<file path="src/common/blgc_pkg.sv">
// package of constants for the boost low-side gate control block
package blgc_pkg;

  // ****************************************************************
  // register map
  // ****************************************************************
  localparam logic [9:0]  LOWSIDE_EDGE_RATE_SELECT_ADDR = 10'h18F;
  localparam int          REG_WIDTH                     = 16;
  // field positions inside the edge-rate register
  localparam int          RISE_FIELD_LSB                = 0;
  localparam int          FALL_FIELD_LSB                = 2;
  localparam logic [15:0] EDGE_RATE_RESET               = 16'h0000;

  // ****************************************************************
  // edge strength codes
  // ****************************************************************
  localparam logic [1:0]  STRENGTH_1500 = 2'h0;   // fastest
  localparam logic [1:0]  STRENGTH_300  = 2'h1;
  localparam logic [1:0]  STRENGTH_50   = 2'h2;
  localparam logic [1:0]  STRENGTH_25   = 2'h3;   // slowest

  // ****************************************************************
  // timing
  // ****************************************************************
  localparam int          CLK_PERIOD_NS       = 8;
  localparam int          STRENGTH_SETTLE_NS  = 166;
  // longest time rounds down, at least one cycle
  localparam int          STRENGTH_SETTLE_CYC =
    (STRENGTH_SETTLE_NS / CLK_PERIOD_NS) < 1 ? 1 :
    (STRENGTH_SETTLE_NS / CLK_PERIOD_NS);

  // regulation states
  typedef enum logic [1:0] {
    REG_OFF = 2'b01,
    REG_ON  = 2'b10
  } blgc_reg_state_type;

endpackage : blgc_pkg

</file>
<file path="src/hw/blgc_gate_ctrl.sv">
// boost converter low-side gate control with edge-strength register
`timescale 1ns/100ps
`default_nettype none

// Summary of operation
// - rising and falling gate edge strengths are chosen independently from four settings each.
// - both selects come from writable fields of the edge-rate register at 0x18F.
// - rising select 00 is 1500 V/us, 01 is 300, 10 is 50 and 11 is 25.
// - falling select uses the same code order, 00 fastest to 11 slowest.
// - a newly written strength reaches the driver within one clock cycle.
// - the gate is forced low at once during reset, and at the next enabled clock edge while not operating.
// - inductor current is regulated by hard-wired two-point logic driving the gate.
// - the converter sense channel also flags capacitor overcurrent during regulation.
// - a third comparator on the sense channel flags negative current.
// - gate is high only with request or regulation on, enable or override, no undervoltage and clock valid.
module blgc_gate_ctrl
  import blgc_pkg::*;
(
  input  wire logic        sys_clk_i,
  input  wire logic        rstn_i,
  input  wire logic        clk_en_i,
  // register port
  input  wire logic [9:0]  reg_addr_i,
  input  wire logic        reg_wr_i,
  input  wire logic        reg_rd_i,
  input  wire logic [15:0] reg_wdata_i,
  output logic      [15:0] reg_rdata_o,
  // drive qualification
  input  wire logic        gate_request_i,
  input  wire logic        regulation_en_i,
  input  wire logic        drive_enable_i,
  input  wire logic        gate_enable_override_i,
  input  wire logic        predrive_supply_low_i,
  input  wire logic        logic_supply_low_i,
  input  wire logic        clock_valid_i,
  // current sense comparators
  input  wire logic        coil_current_high_feedback_i,
  input  wire logic        coil_current_low_feedback_i,
  input  wire logic        negative_current_feedback_i,
  input  wire logic        overcurrent_feedback_i,
  // driver side
  output logic             boost_gate_out_o,
  output logic [1:0]       rise_strength_select_o,
  output logic [1:0]       fall_strength_select_o,
  output logic             negative_current_flag_o,
  output logic             overcurrent_flag_o
);

  // ****************************************************************
  // feedback synchronisation
  // ****************************************************************
  logic [3:0] fbk_sync;

  blgc_sync2 #(
    .WIDTH (4)
  ) u_sync (
    .sys_clk_i (sys_clk_i),
    .rstn_i    (rstn_i),
    .clk_en_i  (clk_en_i),
    .async_i   ({overcurrent_feedback_i, negative_current_feedback_i,
                 coil_current_low_feedback_i,
                 coil_current_high_feedback_i}),
    .sync_o    (fbk_sync)
  );

  // bit order on the synchroniser: 0 high, 1 low, 2 negative, 3 overcurrent
  // the two sync flops add two cycles of loop latency, the price paid
  // for taking raw comparator edges safely into the clock domain
  logic fbk_high;
  logic fbk_low;
  assign fbk_high = fbk_sync[0];
  assign fbk_low  = fbk_sync[1];

  // ****************************************************************
  // edge-rate register
  // ****************************************************************
  logic [REG_WIDTH-1:0] edge_rate_q;
  logic [REG_WIDTH-1:0] edge_rate_d;
  logic [15:0]          rdata_q;
  logic [15:0]          rdata_d;
  logic [1:0]           rise_sel_q;
  logic [1:0]           rise_sel_d;
  logic [1:0]           fall_sel_q;
  logic [1:0]           fall_sel_d;
  logic                 hit;

  // only one address is decoded; every other address reads back zero
  // and swallows writes, so a stray access cannot retune the driver
  assign hit = (reg_addr_i == LOWSIDE_EDGE_RATE_SELECT_ADDR);

  // register write, read-back and select decode
  always_comb begin
    edge_rate_d = edge_rate_q;
    rdata_d     = rdata_q;
    if (clk_en_i && reg_wr_i && hit) begin
      // bits outside the two strength fields are dropped, not stored
      edge_rate_d = 16'h0000;
      edge_rate_d[RISE_FIELD_LSB +: 2] = reg_wdata_i[RISE_FIELD_LSB +: 2];
      edge_rate_d[FALL_FIELD_LSB +: 2] = reg_wdata_i[FALL_FIELD_LSB +: 2];
    end
    // unmapped reads return zero
    // a read in the same cycle as a write returns the old contents
    if (clk_en_i && reg_rd_i) begin
      rdata_d = hit ? edge_rate_q : 16'h0000;
    end
    // the selects are registered copies so the driver sees a flop output
    // independent rise and fall selects
    // rise code passed straight to pmos strength
    // fall code passed straight to nmos strength
    // the new value lands on the driver one cycle after the write
    rise_sel_d = clk_en_i ? edge_rate_d[RISE_FIELD_LSB +: 2] : rise_sel_q;
    fall_sel_d = clk_en_i ? edge_rate_d[FALL_FIELD_LSB +: 2] : fall_sel_q;
  end

  always_ff @(posedge sys_clk_i or negedge rstn_i) begin
    if (!rstn_i) begin
      edge_rate_q <= EDGE_RATE_RESET;
      rdata_q     <= 16'h0000;
      rise_sel_q  <= STRENGTH_1500;
      fall_sel_q  <= STRENGTH_1500;
    end else begin
      edge_rate_q <= edge_rate_d;
      rdata_q     <= rdata_d;
      rise_sel_q  <= rise_sel_d;
      fall_sel_q  <= fall_sel_d;
    end
  end

  // ****************************************************************
  // two-point regulation and gate qualification
  // ****************************************************************
  blgc_reg_state_type state_q;
  blgc_reg_state_type state_d;
  logic               gate_q;
  logic               gate_d;
  logic               allow;
  logic               neg_q;
  logic               neg_d;
  logic               ovc_q;
  logic               ovc_d;

  // override stands in for the global enable, never for the supplies
  // enable, supplies and clock valid must all agree
  assign allow = (drive_enable_i || gate_enable_override_i) &&
                 !predrive_supply_low_i && !logic_supply_low_i &&
                 clock_valid_i;

  // regulation state and gate value
  // hysteresis comes from the two comparator thresholds, not a counter;
  // the state stays OFF until both comparators are clear, so a noisy
  // low comparator alone cannot restart the switch early
  always_comb begin
    state_d = state_q;
    gate_d  = gate_q;
    neg_d   = neg_q;
    ovc_d   = ovc_q;
    // a low clock enable freezes state, gate and flags together
    if (clk_en_i) begin
      // hard-wired hysteretic loop, no microcore in path
      // off at high threshold, on again when low releases
      unique case (state_q)
        REG_ON: begin
          if (fbk_high) begin
            state_d = REG_OFF;
          end
        end
        REG_OFF: begin
          if (!fbk_low && !fbk_high) begin
            state_d = REG_ON;
          end
        end
        default: state_d = REG_OFF;
      endcase
      // any disqualifier drops the loop to OFF, so it restarts cleanly
      if (!allow || !regulation_en_i) begin
        state_d = REG_OFF;
      end
      // gate follows request when not regulating
      if (regulation_en_i) begin
        gate_d = allow && (state_d == REG_ON);
      end else begin
        gate_d = allow && gate_request_i;
      end
      neg_d = fbk_sync[2];
      ovc_d = fbk_sync[3];
    end
  end

  // async clear drops the gate even while the clock is stopped
  // reset forces the gate low at once
  always_ff @(posedge sys_clk_i or negedge rstn_i) begin
    if (!rstn_i) begin
      state_q <= REG_OFF;
      gate_q  <= 1'b0;
      neg_q   <= 1'b0;
      ovc_q   <= 1'b0;
    end else begin
      state_q <= state_d;
      gate_q  <= gate_d;
      neg_q   <= neg_d;
      ovc_q   <= ovc_d;
    end
  end

  // every output is the plain output of a flop, so no glitch from the
  // qualification logic can reach the external switch
  assign boost_gate_out_o        = gate_q;
  assign rise_strength_select_o  = rise_sel_q;
  assign fall_strength_select_o  = fall_sel_q;
  assign negative_current_flag_o = neg_q;
  assign overcurrent_flag_o      = ovc_q;
  assign reg_rdata_o             = rdata_q;

endmodule : blgc_gate_ctrl
`default_nettype wire

</file>
<file path="src/hw/blgc_sync2.sv">
// two-flop synchroniser for comparator feedbacks
`timescale 1ns/100ps
`default_nettype none

module blgc_sync2 #(
  parameter int WIDTH = 3
) (
  input  wire logic             sys_clk_i,
  input  wire logic             rstn_i,
  input  wire logic             clk_en_i,
  input  wire logic [WIDTH-1:0] async_i,
  output logic      [WIDTH-1:0] sync_o
);

  logic [WIDTH-1:0] meta_q;
  logic [WIDTH-1:0] meta_d;
  logic [WIDTH-1:0] sync_q;
  logic [WIDTH-1:0] sync_d;

  // next values: first stage feeds only the second
  always_comb begin
    meta_d = clk_en_i ? async_i : meta_q;
    sync_d = clk_en_i ? meta_q  : sync_q;
  end

  // registers
  always_ff @(posedge sys_clk_i or negedge rstn_i) begin
    if (!rstn_i) begin
      meta_q <= '0;
      sync_q <= '0;
    end else begin
      meta_q <= meta_d;
      sync_q <= sync_d;
    end
  end

  assign sync_o = sync_q;

endmodule : blgc_sync2
`default_nettype wire

</file>
<file path="config.mk">
export PLATFORM = sky130hd
export DESIGN_NAME = blgc_gate_ctrl
export DESIGN_NICKNAME = d
export VERILOG_FILES = /design/src/common/blgc_pkg.sv /design/src/hw/blgc_gate_ctrl.sv /design/src/hw/blgc_sync2.sv
export SDC_FILE = /design/constraint.sdc
export NUM_CORES = 1
export LEC_CHECK = 0
export BUFFER_PORTS_ARGS = -buffer_cell sky130_fd_sc_hd__buf_2
export CAP_MARGIN = 15
export CORE_MARGIN = 2
export CORE_UTILIZATION = 44
export DETAILED_ROUTE_END_ITERATION = 12
export PLACE_DENSITY = 0.81
export SKIP_LAST_GASP = 1
export SYNTH_ARGS = -nofsm -noshare
export SYNTH_HDL_FRONTEND = slang
export SYNTH_SLANG_ARGS = --single-unit
</file>
<file path="constraint.sdc">
create_clock -name sys_clk_i -period 2.9 [get_ports sys_clk_i]
set_input_delay 0.145 -clock sys_clk_i [delete_from_list [all_inputs] [get_ports sys_clk_i]]
set_output_delay 0.145 -clock sys_clk_i [all_outputs]
set_load 0.05 [all_outputs]
</file>
* After elaboration in Yosys (flattened, before gate mapping)
Index checks and enable logic that the tools add are counted.
Storage, ports and cells: memories 0, bits in registers 37, output and inout port bits 23, RAM bits 0, input port bits 42, bits in read-only memories 0, word-level logic and storage cells 39, latch bits 0
Operators by class: div/mod/pow operators 0, order comparisons 0, equality and inequality tests 4, mux-type cells 8, $mul 0, reductions and logical operators 17, bitwise logic cells 0, $add $sub $neg 0, shifts and indexed selects 0
Operator list (number):
- 10-bit by 9-bit == test with 1-bit output, second input constant | 1
- 1-bit logical AND | 9
- 2-bit 2-to-1 mux | 4
- 4-bit 2-to-1 mux | 2
- 1-bit zero test | 6
- 2-bit == test, second input constant | 2
- 2-bit one-hot mux with 2 select lines | 1
- 2-bit by 1-bit == test with 1-bit output, second input constant | 1
- 1-bit logical OR | 2
- 1-bit 2-to-1 mux | 1

* Depth between registers and ports, before layout
Gate-level depths: netlist of run 1.
depth in word-level cells 11, depth in mapped cells 6, gate-level depth less buffers 6

* Modules after synthesis
A second synthesis of run 1 with hierarchy kept.
Unflattened totals: cell total of the unflattened synthesis 94, area total of the unflattened synthesis 1272.5 um^2
By module, submodules not included:
- blgc_gate_ctrl | cells each 77, area each 940.9 um^2, times used 1, sequential area each 426.7 um^2
- blgc_sync2 | cells each 17, area each 331.6 um^2, times used 1, sequential area each 200.2 um^2

* Least setup slack after synthesis of run 1
Ideal clock, no wire load.
path type input port to flip-flop, from in reg_addr_i[5], to reg fall_sel_q[0] (netlist: fall_strength_select_o[0]), data arrival time 1.610 ns, setup slack 1.166 ns, cell stages on the path 4, library setup time 0.125 ns, buffers on the path 0, cells stage by stage or4b_4 nor4_4 mux2_2 mux2_2
On the way: cells in the longest elaborated chain, start to end 3
Ends and longest elaborated chain:
- start, declared | line blgc_gate_ctrl.sv:23 | input wire logic [9:0] reg_addr_i,
- 10-bit by 9-bit == test with 1-bit output | line blgc_gate_ctrl.sv:89 | assign hit = (reg_addr_i == LOWSIDE_EDGE_RATE_SELECT_ADDR);
- 1-bit logical AND | line blgc_gate_ctrl.sv:95 | if (clk_en_i && reg_wr_i && hit) begin
- 4-bit 2-to-1 mux | line blgc_gate_ctrl.sv:95
- named net edge_rate_d[2] | line blgc_gate_ctrl.sv:78 | logic [REG_WIDTH-1:0] edge_rate_d;
- end signal, assigned | line blgc_gate_ctrl.sv:125 | fall_sel_q <= fall_sel_d;
- end, declared | line blgc_gate_ctrl.sv:83 | logic [1:0] fall_sel_q;
The timed path passes the listed nets, and every way through them passes these cells. A chain may end at the register's enable or synchronous reset.

* Worst setup path after layout of run 1
from reg state_q[0], to reg gate_q (netlist: boost_gate_out_o)
On the way: cells in the longest elaborated chain, start to end 7, elaborated cells on any way between the ends 10, classes of those cells 3 x eq/ne; 6 x mux; 1 x reduce/logical
Ends and longest elaborated chain:
- start, declared | line blgc_gate_ctrl.sv:132 | blgc_reg_state_type state_q;
- start signal, assigned | line blgc_gate_ctrl.sv:198 | state_q <= state_d;
- 2-bit by 1-bit == test with 1-bit output, or another cell as far along | line blgc_gate_ctrl.sv:161 | unique case (state_q)
- 2-bit one-hot mux with 2 select lines (*) | line blgc_gate_ctrl.sv:161
- 2-bit 2-to-1 mux (*) | line blgc_gate_ctrl.sv:175 | if (!allow || !regulation_en_i) begin
- 2-bit 2-to-1 mux (*) | line blgc_gate_ctrl.sv:158 | if (clk_en_i) begin
- 2-bit == test (*) | line blgc_gate_ctrl.sv:180 | gate_d = allow && (state_d == REG_ON);
- 1-bit logical AND (*) | line blgc_gate_ctrl.sv:180
- 1-bit 2-to-1 mux (*) | line blgc_gate_ctrl.sv:179 | if (regulation_en_i) begin
- end signal, assigned | line blgc_gate_ctrl.sv:199 | gate_q <= gate_d;
- end, declared | line blgc_gate_ctrl.sv:134 | logic gate_q;
Every way passes the cells marked *; elsewhere a longest branch is shown, timed or not. The select of a mux whose other input is x is not followed.

==> out/qor.csv, run 1 <==
metric,value,unit
status,finished clean,
final_cell_mix,"40 x buf_2, 24 x dfrtp_1, 18 x mux2_2",
antenna_found_initial,0,
dieArea,0.00313,mm²
drc,0,
synth_seq_cells,25,
dr.pass1.iters,4,
via_per_inst,5.15,
cts_setup_buffers,0,
finalCriticalPeriod,1.69,ns
groute.usage.overall,0.141,
ir_drop,0.000382,V
r2r-start,state_q[0],
synth_area,0.00119,mm²
powerDensity,475,mW/mm²
routabilityCongestion,0.763,
nets,179,
cts_tree,done,
period_share,0.582,
tightest_slew,0.623,ns
core_area,0.00252,mm²
totalWireLength,2.10,mm
die_y,56.0,µm
whs,0.0608,ns
layout_commonest_cell,buf_2,
yosysWarnings,0,
area_growth,17.1,%
syn_inst,92,
clkSinkCount,25,
post_synth.cell_area_avg,12.9,µm²
min_to,u_sync.meta_q[3],
crit_arrival,1.91,ns
drive_gt1_frac,0.485,
start_util,0.471,
worstReg2RegEnd,boost_gate_out_o,
hold_depth,2,
fin_util,0.552,
hold_viol,0,
cts_max_level,1,
rrSetupSlack,1.21,ns
numPortBuffers,40,
finalNonFillerCells,164,
relSlewSlack,0.581,
cts_root_buf,clkbuf_4,
synth_seq_area_share,0.527,
insertion_delay,0.30,ns
hp-start,overcurrent_feedback_i,
overflow,0,
cts_inserted_buffers,3,
crit_path_max_fanout,4,
setup_slack,1.21,ns
grt_max_degree,26,
timing.fmax,592,MHz
cts_max_path_buffers,2,
wire_per_inst,12.8,µm
fp-row-count,18,
rsz0062_at_grt,false,
reg2regPathDepth,5,
vias,844,
ant_nets,0,
clock_skew,0.00815,ns
holdCritPathClass,in -> reg,
worstSetupStartpointType,flip-flop,
maxCapViolCount,0,
synth.distinct_cells,25,
grt_pass1_wl,3.54,mm
tns,0,ns
slew_viol_final,0,
place_inst,159,
drt_iter0_drc,9,
num_io_pins,65,
grt_pass1_vias,892,
die_w,56.0,µm
path_clk_slew,0.12,ns
diodes,0,
power.leakage,0.731,nW
cp-end-kind,flip-flop,
pre_cts_slack,0.925,ns
finalSetupViolCount,0,
cp_data_required_time,3.13,ns
crit_type,reg -> reg,
post-dp-hpwl,1.64,mm
==> flip-flops by register name (all words and copies together), names as in the netlist <==
register / flops
overcurrent_flag_o: 1
rise_strength_select_o: 2
edge_rate_q: 4
u_sync.sync_o: 4
u_sync.meta_q: 4
negative_current_flag_o: 1
fall_strength_select_o: 2
boost_gate_out_o: 1
state_q: 2
reg_rdata_o: 4
==> stage by stage <==
step                total power, mW  instance area (µm²)
CTS                           0.672                 1390
finish                        0.661                 1390
detailed placement            0.526                 1360
global route                  0.704                 1390
global placement              0.519                 1360
floorplan                     0.497                 1230
==> worst max-delay path: stages, from the launching register on <==
cell and delay [ns]:
dfstp_2 0.57, inv_1 0.06, ha_1 0.28, nand4b_1 0.22
o32a_1 0.36, o22ai_1 0.13
==> cell usage after synthesis <==
cell,instances,share of area
a22o_1,4,0.029
a32oi_1,1,0.0074
buf_4,12,0.076
buf_6,2,0.019
conb_1,1,0.0032
dfrtp_1,24,0.51
dfstp_2,1,0.022
ha_1,2,0.021
inv_1,5,0.016
mux2_2,18,0.17
nand2_1,4,0.013
nand4_1,1,0.0053
nand4b_1,1,0.0074
nor2_1,2,0.0063
nor4_1,1,0.0053
nor4_4,1,0.018
o2111ai_1,1,0.0074
o211ai_1,1,0.0063
o21a_1,1,0.0063
o21ai_0,4,0.017
o21bai_1,1,0.0063
o22ai_1,1,0.0053
o32a_1,1,0.0084
or2b_2,1,0.0074
or4b_4,1,0.012
==> timing repair <==
| action | 4_1_cts | 5_1_grt |
|---|---|---|
| hold buffers | 1 | 0 |
| resized for setup | 0 | 0 |
| setup endpoints to repair | 0 | 0 |
| endpoints found under the hold margin | 24 | 0 |
==> where the power goes <==
group	switching (mW)	internal, mW
Sequential	0.0129	0.371
Clock	0.0884	0.0536
Combinational	0.0919	0.0436
==> routing by layer <==
layer  GRT usage  part of all wire
met5           0                 0
met4      0.0442            0.0091
met3      0.0465              0.10
met2       0.264              0.49
met1       0.146              0.39
==> worst max path at each step <==
stage / from / endpoint / slack (ns) / cells after the start
3_3_place_gp: reg_addr_i[5] / rise_strength_select_o[1] / 0.98 / 5
6_report: state_q[0] / boost_gate_out_o / 1.21 / 5
4_1_cts: state_q[0] / boost_gate_out_o / 1.23 / 5
2_1_floorplan: reg_addr_i[5] / fall_strength_select_o[0] / 1.17 / 4
5_1_grt: state_q[0] / boost_gate_out_o / 1.14 / 5
3_5_place_dp: reg_addr_i[5] / rise_strength_select_o[1] / 0.93 / 5
==> cell families after synthesis <==
kind of cell,synth area share
AOI/OAI and AO/OA,0.0937
buffers and inverters,0.111
DFF,0.527
adders and majority gates,0.0210
other,0.00315
muxes,0.171
and+or+nand+nor,0.0737
==> final cells by class <==
cell class	count	area [µm²]
Fill cell	243	1130
Tap cell	30	37.5
Multi-Input combinational cell	59	472
Sequential cell	25	627
Timing Repair Buffer	41	210
Clock buffer	4	26.3
Inverter	5	18.8
No activity file was read; power rests on OpenSTA's default activity.
==> run 2, diff against run 1 <==
--- a/config.mk
+++ b/config.mk
@@ -8,9 +8,9 @@
 export BUFFER_PORTS_ARGS = -buffer_cell sky130_fd_sc_hd__buf_2
 export CAP_MARGIN = 15
 export CORE_MARGIN = 2
-export CORE_UTILIZATION = 44
+export CORE_UTILIZATION = 39
 export DETAILED_ROUTE_END_ITERATION = 12
-export PLACE_DENSITY = 0.81
+export PLACE_DENSITY = 0.76
 export SKIP_LAST_GASP = 1
 export SYNTH_ARGS = -nofsm -noshare
 export SYNTH_HDL_FRONTEND = slang
==> constraint.sdc (replaced) <==
create_clock -name sys_clk_i -period 1.5 [get_ports sys_clk_i]
set_input_delay 0.075 -clock sys_clk_i [delete_from_list [all_inputs] [get_ports sys_clk_i]]
set_output_delay 0.075 -clock sys_clk_i [all_outputs]
set_load 0.05 [all_outputs]
==> run 2 against run 1 <==
Net effect: the flow now finishes with violations (setup timing); clock power rose by 110%; register-to-register slack got worse by 1.2 ns; clock skew down 0.0035 ns; wire length up 9.6%; critical path depth stayed put; die area increased by 12%; worst hold slack got worse by 0.016 ns; sequential share of layout area down 4.1 points; via count is 3.7% higher; combinational power is 110% higher; core utilization fell by 3.7 points; non-clock buffer count increased by 13; highest routed layer unchanged.
==> out/qor.csv, run 2 (synthesis gave the netlist of run 1 again) <==
metric,value,unit,change
vias,875,,+3.7%
holdCritPathClass,in -> reg,,
slew_viol_final,0,,unchanged
grt_pass1_vias,899,,+0.78%
cts_max_level,1,,unchanged
power.leakage,0.791,nW,+8.3%
grt_pass1_wl,3.76,mm,+6.2%
overflow,0,,unchanged
cp-end-kind,flip-flop,,
cts_root_buf,clkbuf_4,,
crit_path_max_fanout,4,,unchanged
rsz0062_at_grt,true,,
relSlewSlack,0.643,,+0.0626
reg2regPathDepth,6,,+1
crit_arrival,1.74,ns,-0.17 ns
cts_tree,done,,
place_inst,166,,+4.4%
fp-row-count,20,,+2
setup_slack,-0.0321,ns,-1.24 ns
groute.usage.overall,0.138,,-0.00243
ir_drop,0.000663,V,+74%
tns,-0.0686,ns,-0.0686 ns
die_w,59.2,µm,+5.8%
tightest_slew,0.535,ns,-0.0882 ns
hold_viol,0,,unchanged
clkSinkCount,25,,unchanged
diodes,0,,unchanged
cp_slowest_cell,or4b_4,,
finalCriticalPeriod,1.53,ns,
timing.fmax,653,MHz,
critPathMaxStageDelay,0.55,ns,-0.02 ns
cts_inserted_buffers,3,,unchanged
status,"complete, but fails checks",,
whs,0.0449,ns,-0.0159 ns
drc,0,,unchanged
num_io_pins,65,,unchanged
pre_cts_slack,-0.356,ns,-1.28 ns
crit_buf_inv,1,,unchanged
cp_num_cells,5,,unchanged
finalSetupViolCount,4,,+4
drive_gt1_frac,0.503,,+0.0183
start_util,0.399,,-0.0721
nets,192,,+7.3%
dr.pass1.iters,4,,unchanged
grt_max_degree,26,,unchanged
hold_depth,3,,+1
totalWireLength,2.30,mm,+9.6%
layout_commonest_cell,buf_2,,
numPortBuffers,40,,unchanged
area_growth,28.8,%,
core_area,0.00298,mm²,+18%
cp_data_required_time,1.71,ns,-1.42 ns
cts_max_path_buffers,2,,unchanged
final_cell_mix,"40 x buf_2, 24 x dfrtp_1, 16 x mux2_2",,
powerDensity,865,mW/mm²,+82%
period_share,1.02,,
die_y,59.2,µm,+5.8%
antenna_found_initial,0,,unchanged
wire_per_inst,12.8,µm,-0.11%
routabilityCongestion,0.770,,+0.85%
via_per_inst,4.86,,-5.5%
path_cells,"buf_2, or4b_4, nor4_4, mux2_2, mux2_2",,
clock_skew,0.00466,ns,-0.00349 ns
maxCapViolCount,0,,unchanged
drt_iter0_drc,12,,+3
post-dp-hpwl,1.71,mm,+4.5%
dieArea,0.00351,mm²,+12%
crit_top_cell,mux2_2,,
finalNonFillerCells,180,,+9.8%
path_delay_family,simple AND/OR/NAND/NOR gates,,
path_clk_slew,0.13,ns,about the same
insertion_delay,0.31,ns,about the same
worstSetupStartpointType,input pin,,
crit_type,in -> reg,,
fin_util,0.514,,-0.0373
violations,setup timing,,
ant_nets,0,,unchanged
==> run 2: cell types whose count changed in the layout (fill, tap and decap cells not counted), moves of 2 or more <==
cell	previous run	this run
o21ai_0	4	2
mux2_4	0	2
buf_4	0	6
mux2_2	18	16
dlygate4sd3_1	1	8
o21ai_1	0	2
==> run 2: power by group <==
part | internal (mW) | switching, mW
sequential | 0.717 | 0.0246
combinational | 0.105 | 0.185
clock | 0.0995 | 0.194
==> run 2: final cells by class <==
cell class              count  area [µm²]
inverters                   5        18.8
clock buffers               3        22.5
fillers                   266        1450
repair buffers             54         325
multi-input cells          59         492
clock inverters             1        5.00
flip-flops and latches     25         627
well taps                  33        41.3
==> run 2: worst paths after layout <==
kind                                                   to             start  slack (ns)
worst max-delay path            rise_strength_select_o[0]     reg_addr_i[5]       -0.03
worst min-delay path                     boost_gate_out_o     clock_valid_i        0.04
worst max register to register                 state_q[1]        state_q[0]       -0.01
worst min register to register           u_sync.sync_o[0]  u_sync.meta_q[0]        0.52
max in group asynchronous                      state_q[0]            rstn_i        0.88
min in group asynchronous                  edge_rate_q[0]            rstn_i        0.26
==> run 2: per-stage QoR <==
step	cell area [µm²]	power, mW
after floorplan	1230	0.962
after global routing	1530	1.39
after detailed placement	1390	1.02
final	1530	1.32
after CTS	1490	1.33
after global placement	1390	1.01
==> run 2: layer usage <==
layer	vias to the layer above	GRT usage	share of wire
met2	37	0.261	0.52
met1	422	0.158	0.42
li1	414	-	-
met4	0	0.0325	0.0052
met5	-	0	0
met3	2	0.0284	0.054
==> run 2: timing repair <==
action,CTS,global route
cloned,0,0
endpoints found under the hold margin,29,2
pin swaps,3,2
gates resized for setup,2,4
hold buffers,6,2
setup buffers,0,2
endpoints found under the setup margin,4,6
==> run 2: tightest hold or removal path: cells and delay by family <==
family	cells	cell delay (ns)
buf+inv	1	0.10
compound gates	2	0.15
